File: src/mic_cfg.svh
// Register map, field positions and reset values of the interpolating integrator-comb filter
`ifndef MIC_CFG_SVH
`define MIC_CFG_SVH

// Register byte offsets
`define MIC_CTRL_OFS     8'h00
`define MIC_STAT_OFS     8'h04
`define MIC_OCNT_OFS     8'h08

// Control fields
`define MIC_CTRL_DEC_BIT 0
`define MIC_CTRL_CLR_BIT 1
`define MIC_CTRL_RST     1'h0

// Status field width
`define MIC_CNT_W        16

// Default shape of the filter
`define MIC_DEF_IW       16
`define MIC_DEF_CH       4
`define MIC_DEF_N        4
`define MIC_DEF_I        5
`define MIC_DEF_M        1

// Widest words the stream structs carry
`define MIC_IN_MAX       32
`define MIC_OUT_MAX      64
`define MIC_CH_MAX       8

`endif

File: src/mic_pkg.sv
// Types shared by the interpolating integrator-comb filter
`include "mic_cfg.svh"

package mic_pkg;

	// Input stream word: qualifier, channel tag, sample
	typedef struct packed {
		logic                          valid;
		logic [`MIC_CH_MAX-1:0]        chan;
		logic signed [`MIC_IN_MAX-1:0] data;
	} mic_in_t;

	// Output stream word: qualifier, channel tag, full-precision sample
	typedef struct packed {
		logic                           valid;
		logic [`MIC_CH_MAX-1:0]         chan;
		logic signed [`MIC_OUT_MAX-1:0] data;
	} mic_out_t;

	// Classic Wishbone request from the master
	typedef struct packed {
		logic        cyc;
		logic        stb;
		logic        we;
		logic [7:0]  adr;
		logic [3:0]  sel;
		logic [31:0] dat;
	} mic_wb_req_t;

endpackage

File: src/mic_top.sv
// Multichannel interpolating integrator-comb filter with Wishbone control
//
// Design decisions made here: the Wishbone register port and the placing of the registers.
`timescale 1ns/1ps
`include "mic_cfg.svh"

// Functional notes
// - Each channel outputs I samples per input sample.
// - I-1 zeros follow every accepted sample before integration.
// - Interpolation factors below two are refused at elaboration.
// - Channel count is a parameter; every channel has its own state.
// - N integrator stages and N comb stages.
// - Each comb subtracts its input from M samples earlier, same channel.
// - Interpolation factor is a fixed integer parameter.
// - Optional final decimation halves the output rate.
// - Final decimation just drops every second output of a channel.
// - Input sample is accepted only when its valid is high.
// - Input channel tag selects the state that the sample updates.
// - Input width comes from the source; one lane carries all channels.
// - Output width keeps full precision; no rounding or saturation.
// - Bypass outputs zero-stuffed input times the filter gain.
// - Output valid marks every cycle carrying a true sample.
// - Output channel tag names the channel of each output sample.
module mic_top
#(
	parameter int IW = `MIC_DEF_IW,
	parameter int CH = `MIC_DEF_CH,
	parameter int N  = `MIC_DEF_N,
	parameter int I  = `MIC_DEF_I,
	parameter int M  = `MIC_DEF_M
)
(
	input  wire logic                mclk,
	input  wire logic                nrst,
	input  wire mic_pkg::mic_wb_req_t wb_req,
	output logic [31:0]              wb_dat_o,
	output logic                     wb_ack_o,
	input  wire mic_pkg::mic_in_t    din,
	input  wire logic                bypass,
	output mic_pkg::mic_out_t        dout
);
	import mic_pkg::*;

	// ==========================================================
	// Derived widths and constants
	// full-precision growth
	localparam int OW  = IW + N * $clog2(I * M) + 1;
	localparam int CW  = (CH > 1) ? $clog2(CH) : 1;
	localparam int PW  = $clog2(I);
	// Bypass gain (I*M)^N / I matches the DC gain of the filtered path
	localparam int GN  = ((I * M) ** N) / I;
	localparam logic signed [OW-1:0] GAIN = OW'(GN);
	localparam logic [PW-1:0] PH_LAST = PW'(I - 1);

	// fixed integer factor of two or more
	// Refused at elaboration so a bad shape never builds silently
	if (I < 2 || N < 1 || M < 1 || CH < 1 || IW < 2)
	begin
		$error("mic_top: unsupported filter shape");
	end
	// Widths must fit the fixed stream carriers of the package
	if (IW > `MIC_IN_MAX || OW > `MIC_OUT_MAX || CW > `MIC_CH_MAX)
	begin
		$error("mic_top: widths exceed stream carriers");
	end

	// ==========================================================
	// Wishbone register slave
	logic                  dec_en_r;
	logic                  clr_r;
	logic [`MIC_CNT_W-1:0] ovr_cnt_r;
	logic [`MIC_CNT_W-1:0] out_cnt_r;
	logic                  wb_hit;

	// Ack low keeps a held request from being taken twice
	assign wb_hit = wb_req.cyc && wb_req.stb && !wb_ack_o;

	// One registered answer a cycle after the request, released the cycle after
	always_ff @(posedge mclk or negedge nrst)
	begin
		if (!nrst)
			wb_ack_o <= 1'b0;
		else
			wb_ack_o <= wb_hit;
	end

	// Read data; unmapped offsets read zero
	always_ff @(posedge mclk or negedge nrst)
	begin
		if (!nrst)
			wb_dat_o <= 32'h0;
		else if (wb_hit && !wb_req.we)
		begin
			unique case (wb_req.adr)
				`MIC_CTRL_OFS: wb_dat_o <= {31'h0, dec_en_r};
				`MIC_STAT_OFS: wb_dat_o <= {16'h0, ovr_cnt_r};
				`MIC_OCNT_OFS: wb_dat_o <= {16'h0, out_cnt_r};
				default:       wb_dat_o <= 32'h0;
			endcase
		end
	end

	// Control writes; clear bit self-clears after one cycle
	always_ff @(posedge mclk or negedge nrst)
	begin
		if (!nrst)
		begin
			dec_en_r <= `MIC_CTRL_RST;
			clr_r    <= 1'b0;
		end
		else
		begin
			clr_r <= 1'b0;
			if (wb_hit && wb_req.we && wb_req.adr == `MIC_CTRL_OFS && wb_req.sel[0])
			begin
				dec_en_r <= wb_req.dat[`MIC_CTRL_DEC_BIT];
				clr_r    <= wb_req.dat[`MIC_CTRL_CLR_BIT];
			end
		end
	end

	// ==========================================================
	// Input acceptance and comb section
	// per-channel history
	logic signed [OW-1:0] cdl [CH][N][M];
	logic signed [OW-1:0] cstg [N+1];
	logic signed [OW-1:0] in_ext;
	logic [CW-1:0]        in_ch;
	logic                 busy_r;
	logic [PW-1:0]        ph_r;
	logic                 take;
	logic                 drop;

	assign in_ext = OW'(din.data[IW-1:0]) | ({OW{din.data[IW-1]}} << IW);
	// Only the low tag bits address a channel
	assign in_ch  = din.chan[CW-1:0];
	// accept only qualified words with the stuffer free or in its last slot
	// No ready line: an early word is dropped and counted, never stalled
	assign take   = din.valid && (!busy_r || ph_r == PH_LAST) && !clr_r;
	assign drop   = din.valid && !take;

	// comb cascade against the channel's own history
	always_comb
	begin
		cstg[0] = in_ext;
		// Oldest history word sits at index M-1
		for (int s = 0; s < N; s++)
			cstg[s+1] = cstg[s] - cdl[in_ch][s][M-1];
	end

	// combs step only once per input sample
	always_ff @(posedge mclk or negedge nrst)
	begin
		if (!nrst)
			cdl <= '{default: '0};
		else if (clr_r)
			cdl <= '{default: '0};
		else if (take)
		begin
			for (int s = 0; s < N; s++)
			begin
				cdl[in_ch][s][0] <= cstg[s];
				for (int d = 1; d < M; d++)
					cdl[in_ch][s][d] <= cdl[in_ch][s][d-1];
			end
		end
	end

	// ==========================================================
	// Zero stuffer: one channel at a time, I output slots each
	logic signed [OW-1:0] cv_r;
	logic signed [OW-1:0] raw_r;
	logic [CW-1:0]        cur_ch_r;

	always_ff @(posedge mclk or negedge nrst)
	begin
		if (!nrst)
		begin
			busy_r   <= 1'b0;
			ph_r     <= '0;
			cv_r     <= '0;
			raw_r    <= '0;
			cur_ch_r <= '0;
		end
		else if (clr_r)
		begin
			busy_r <= 1'b0;
			ph_r   <= '0;
		end
		else if (take)
		begin
			busy_r   <= 1'b1;
			ph_r     <= '0;
			cv_r     <= cstg[N];
			raw_r    <= in_ext;
			cur_ch_r <= in_ch;
		end
		else if (busy_r)
		begin
			busy_r <= (ph_r != PH_LAST);
			ph_r   <= ph_r + PW'(1);
		end
	end

	// ==========================================================
	// Integrator section, one step per output slot
	logic signed [OW-1:0] integ [CH][N];
	logic signed [OW-1:0] istg [N+1];
	logic signed [OW-1:0] stuffed;

	// Slot 0 carries the comb result, later slots the stuffed zeros
	assign stuffed = (ph_r == '0) ? cv_r : '0;

	always_comb
	begin
		istg[0] = stuffed;
		for (int s = 0; s < N; s++)
			istg[s+1] = istg[s] + integ[cur_ch_r][s];
	end

	// Accumulators may wrap; the comb differences taken upstream keep the result exact
	// wrap-around accumulation at output rate
	always_ff @(posedge mclk or negedge nrst)
	begin
		if (!nrst)
			integ <= '{default: '0};
		else if (clr_r)
			integ <= '{default: '0};
		else if (busy_r)
		begin
			for (int s = 0; s < N; s++)
				integ[cur_ch_r][s] <= istg[s+1];
		end
	end

	// ==========================================================
	// Final halving and output register
	logic [CH-1:0] odd_r;
	logic          keep;
	logic          emit;

	// every second slot of a channel is discarded
	assign keep = !dec_en_r || !odd_r[cur_ch_r];
	// One decode for output valid and the counter, so they never disagree
	assign emit = busy_r && keep && !clr_r;

	// Per-channel parity, so interleaved channels halve independently
	always_ff @(posedge mclk or negedge nrst)
	begin
		if (!nrst)
			odd_r <= '0;
		else if (clr_r)
			odd_r <= '0;
		else if (busy_r && dec_en_r)
			odd_r[cur_ch_r] <= ~odd_r[cur_ch_r];
	end

	// Output word; data is loaded every cycle, valid or not
	always_ff @(posedge mclk or negedge nrst)
	begin
		if (!nrst)
			dout <= '0;
		else
		begin
			dout.valid <= emit;
			dout.chan  <= `MIC_CH_MAX'(cur_ch_r);
			// bypass: stuffed input times gain
			// Product cast alone so it widens signed, not zero-filled
			if (bypass && ph_r == '0)
				dout.data <= `MIC_OUT_MAX'(raw_r * GAIN);
			else if (bypass)
				dout.data <= '0;
			else
				dout.data <= `MIC_OUT_MAX'(istg[N]);
		end
	end

	// Status counters, wrapping; dropped inputs show as overruns
	// Wrapping keeps the path short; software takes differences
	always_ff @(posedge mclk or negedge nrst)
	begin
		if (!nrst)
		begin
			ovr_cnt_r <= '0;
			out_cnt_r <= '0;
		end
		else
		begin
			if (drop)
				ovr_cnt_r <= ovr_cnt_r + `MIC_CNT_W'(1);
			if (emit)
				out_cnt_r <= out_cnt_r + `MIC_CNT_W'(1);
		end
	end

endmodule

File: config.mk
export PLATFORM = sky130hd
export DESIGN_NAME = mic_top
export DESIGN_NICKNAME = d
export VERILOG_FILES = /design/src/mic_pkg.sv /design/src/mic_top.sv
export VERILOG_INCLUDE_DIRS = /design/src /design/src/src
export SDC_FILE = /design/constraint.sdc
export NUM_CORES = 2
export LEC_CHECK = 0
export BUFFER_PORTS_ARGS = -buffer_cell sky130_fd_sc_hd__buf_4
export CAP_MARGIN = 40
export CORE_UTILIZATION = 55
export DETAILED_ROUTE_END_ITERATION = 8
export PLACE_DENSITY = 0.75
export SLEW_MARGIN = 20
export SYNTH_ARGS = -nofsm -noshare
export SYNTH_HDL_FRONTEND = slang
export SYNTH_SLANG_ARGS = --single-unit
File: constraint.sdc
create_clock -name mclk -period 9.13 [get_ports mclk]
set_input_delay 0.4565 -clock mclk [delete_from_list [all_inputs] [get_ports mclk]]
set_output_delay 0.4565 -clock mclk [all_outputs]
set_load 0.005 [all_outputs]
==> out/qor.csv <==
stage,metric,value,unit
global_route,grt_max_degree,183,
placement,place_inst,6366,
routing,avgRoutedWirePerCell,21.9,µm
sta,whs,0.0272,ns
layout,drive_gt1_share,16.0,%
routing,routed-wl-met2,70100,µm
critical_path,slowest_delay,0.41,ns
routing,via_count,41500,
global_route,grt_pass1_wl,233000,µm
critical_path,slowest_stage,dfrtp_1,
sta,setup_slack,0.278,ns
sta,setup_tns,0,ns
synthesis,synth-simple-area-share,8.17,%
floorplanning,ios,197,
layout,n_antenna_cell,0,
clock_network,clock-sinks,1022,
synthesis,synth_xor_area_share,3.69,%
layout,fin_cells,6604,
layout,area_delta_synth_final,13.2,%
critical_path,crit_type,flop to flop,
critical_path,cp-start-kind,flop,
global_route,grt_pass1_vias,42300,
routing,m1WireLength,60400,µm
floorplanning,core,0.100,mm²
run_status,status,finished clean,
routing,drt-vias-per-instance,6.28,
floorplanning,start_util,55.7,%
hold_path,hold_path.class,input port to flop,
sta,drv_slew,0,
synthesis,async_flop_share,100,%
synthesis,ys_seq_area_share,45.7,%
synthesis,synth-seq-cells,1022,
sta,finalHoldViolCount,0,
synthesis,synth_top_family_by_area,compound AO/OA/AOI/OAI gates,
synthesis,synth_area,0.0559,mm²
global_route,grtUsageTotal,28.3,%
layout,nNetsFinal,5590,
sta,setup_viol_count_final,0,
sta,rsz0062_at_grt,true,
clock_network,path_clk_slew,0.06,ns
sta,slew_headroom,29.0,%
critical_path,cp_data_arrival_time,9.45,ns
placement,port_buffers,119,
floorplanning,die_height,321,µm
synthesis,synth_fa_ha_area_share,8.61,%
synthesis,synthFlopType,dfrtp_1,
routing,drc,0,
placement,dp_hpwl,92300,µm
critical_path,crit_fanout,6,
synthesis,synth_cell_types,93,
clock_network,ctsHtreeMaxLevel,3,
sta,period_needed,8.85,ns
routing,top_layer_used,met4,
floorplanning,die-area,0.103,mm²
synthesis,synth_compound_area_share,20.3,%
layout,multiInputGateArea,0.0286,mm²
sta,fin_skew,0.0339,ns
sta,period_share,97.0,%
placement,place.gp.congestion,0.912,
synthesis,ys_warn_count,0,
routing,route.met3.wl,9760,µm
clock_network,clock_latency,0.73,ns
floorplanning,num_rows,116,
clock_network,cts_buffer_depth,3,
routing,wl,145000,µm
routing,ant_nets,0,
routing,first_pass_iters,5,
sta,tightest_slew,1.07,ns
placement,dp_slack,-0.292,ns
clock_network,cts-root-buf,clkbuf_16,
critical_path,required,9.73,ns
sta,max_freq,113,MHz
clock_network,cts_tree,built,
synthesis,synth_edf_count,0,
layout,fill_cells,7707,
layout,final-seq-area,0.0256,mm²
critical_path,end_kind,flop,
global_route,antenna_found_initial,0,
synthesis,postSynthCellCount,5060,
flow_run,cap_violations,0,
floorplanning,die_w,321,µm
routing,drt_iter0_drc,3717,
synthesis,synthMuxAreaShare,9.03,%
global_route,grt_overflow_total,0,
synthesis,postSynthAreaPerCell,11.1,µm²
clock_network,cts_buffers,108,
critical_path,path_common_cell,a21o_1,
==> cells by family after synthesis <==
kind of cell | after synthesis
AOI/OAI and AO/OA | 1573
and+or+nand+nor | 1038
DFF | 1022
buffers and inverters | 621
adders and majority gates | 345
xor gates and xnor gates | 231
muxes | 229
other | 1
==> registers in the layout, summed over array words and instances, names as in the netlist <==
register	count
out_cnt_r	16
wb_dat_o	16
wb_ack_o	1
cdl	412
clr_r	1
ovr_cnt_r	16
ph_r	3
cur_ch_r	2
dec_en_r	1
busy_r	1
raw_r	16
odd_r	4
dout	40
integ	464
cv_r	29
==> stage by stage <==
stage | area, µm² | util (%)
final | 63300 | 63.0
after detailed placement | 58700 | 58.4
after floorplan | 56100 | -
after global routing | 63300 | 63.0
after global placement | 58400 | 58.2
after CTS | 62600 | 62.4
==> layout by cell type (no fill, tap or decap), types with 109 or more instances in the layout <==
cell | Yosys | final
nor2_1 | 161 | 148
buf_4 | 49 | 263
dfrtp_1 | 1022 | 1019
xnor2_1 | 152 | 135
a21o_1 | 150 | 150
inv_1 | 284 | 284
a22o_1 | 565 | 565
a21oi_1 | 289 | 271
clkbuf_16 | 0 | 109
o21ai_0 | 265 | 259
ha_1 | 278 | 268
nand2_1 | 579 | 577
mux4_2 | 220 | 220
==> final timing paths <==
path | slack, ns | to | cells past startpoint | from
max | 0.28 | integ[28]$_DFFE_PN0P_ | 44 | ph_r[0]$_DFFE_PN0P_
max in group asynchronous | 6.36 | cdl[313]$_DFFE_PN0P_ | 4 | nrst
min | 0.03 | raw_r[8]$_DFFE_PN0P_ | 3 | din[8]
min reg2reg | 0.47 | cv_r[18]$_DFFE_PN0P_ | 2 | cv_r[18]$_DFFE_PN0P_
min in group asynchronous | 0.46 | integ[349]$_DFFE_PN0P_ | 2 | nrst
max reg2reg | 0.28 | integ[28]$_DFFE_PN0P_ | 44 | ph_r[0]$_DFFE_PN0P_
==> final cells by class <==
type / count / share of cell area [%]
Multi-Input combinational cell: 3438 / 45.1
Sequential cell: 1022 / 40.4
Clock buffer: 158 / 5.04
Timing Repair Buffer: 300 / 4.09
Tap cell: 1357 / 2.68
Inverter: 284 / 1.68
Clock inverter: 45 / 0.984
==> metal layers <==
layer / track usage [%] / vias up
li1: - / 18600
met1: 38.9 / 21200
met2: 46.1 / 1452
met3: 4.70 / 270
met4: 9.05 / 0
met5: 0 / -
==> critical path, delay by kind of cell (launching register included) <==
family | cells | cell delay (ns)
compound gates | 19 | 3.49
simple gates | 13 | 2.03
fa+ha+maj | 6 | 1.69
xor+xnor | 4 | 0.81
flops | 1 | 0.41
buf+inv | 2 | 0.27
==> repair_timing <==
item,4_1_cts,5_1_grt
gates resized for setup,7,83
gates cloned,0,1
pin swaps,2,32
hold endpoints to repair,129,0
hold buffers,10,0
setup buffers,1,19
endpoints found under the setup margin,23,60
==> Yosys cell counts, drive strengths merged (12+ instances only) <==
cell / number / share of area (%)
dfrtp: 1022 / 46
nand2: 579 / 3.9
a22o: 565 / 8.8
a21oi: 289 / 2.6
inv: 284 / 1.9
o21ai: 280 / 2.5
ha: 278 / 6.2
clkbuf: 232 / 1.6
mux4: 220 / 8.9
nor2: 161 / 1.1
xnor2: 156 / 2.5
a21o: 150 / 2.0
buf: 105 / 1.1
xor2: 74 / 1.2
fa: 67 / 2.4
nand3: 55 / 0.49
and2: 46 / 0.51
nor3: 45 / 0.41
o21a: 45 / 0.60
o21bai: 45 / 0.61
a211oi: 32 / 0.45
nand2b: 31 / 0.35
nor2b: 27 / 0.30
and3: 24 / 0.28
nand4: 24 / 0.27
a22oi: 18 / 0.25
o22ai: 18 / 0.20
a31oi: 17 / 0.23
a41oi: 12 / 0.22
o31ai: 12 / 0.16
Power is not shown: default switching activity piles up to over one toggle a cycle in this logic, so the estimate is an artifact.
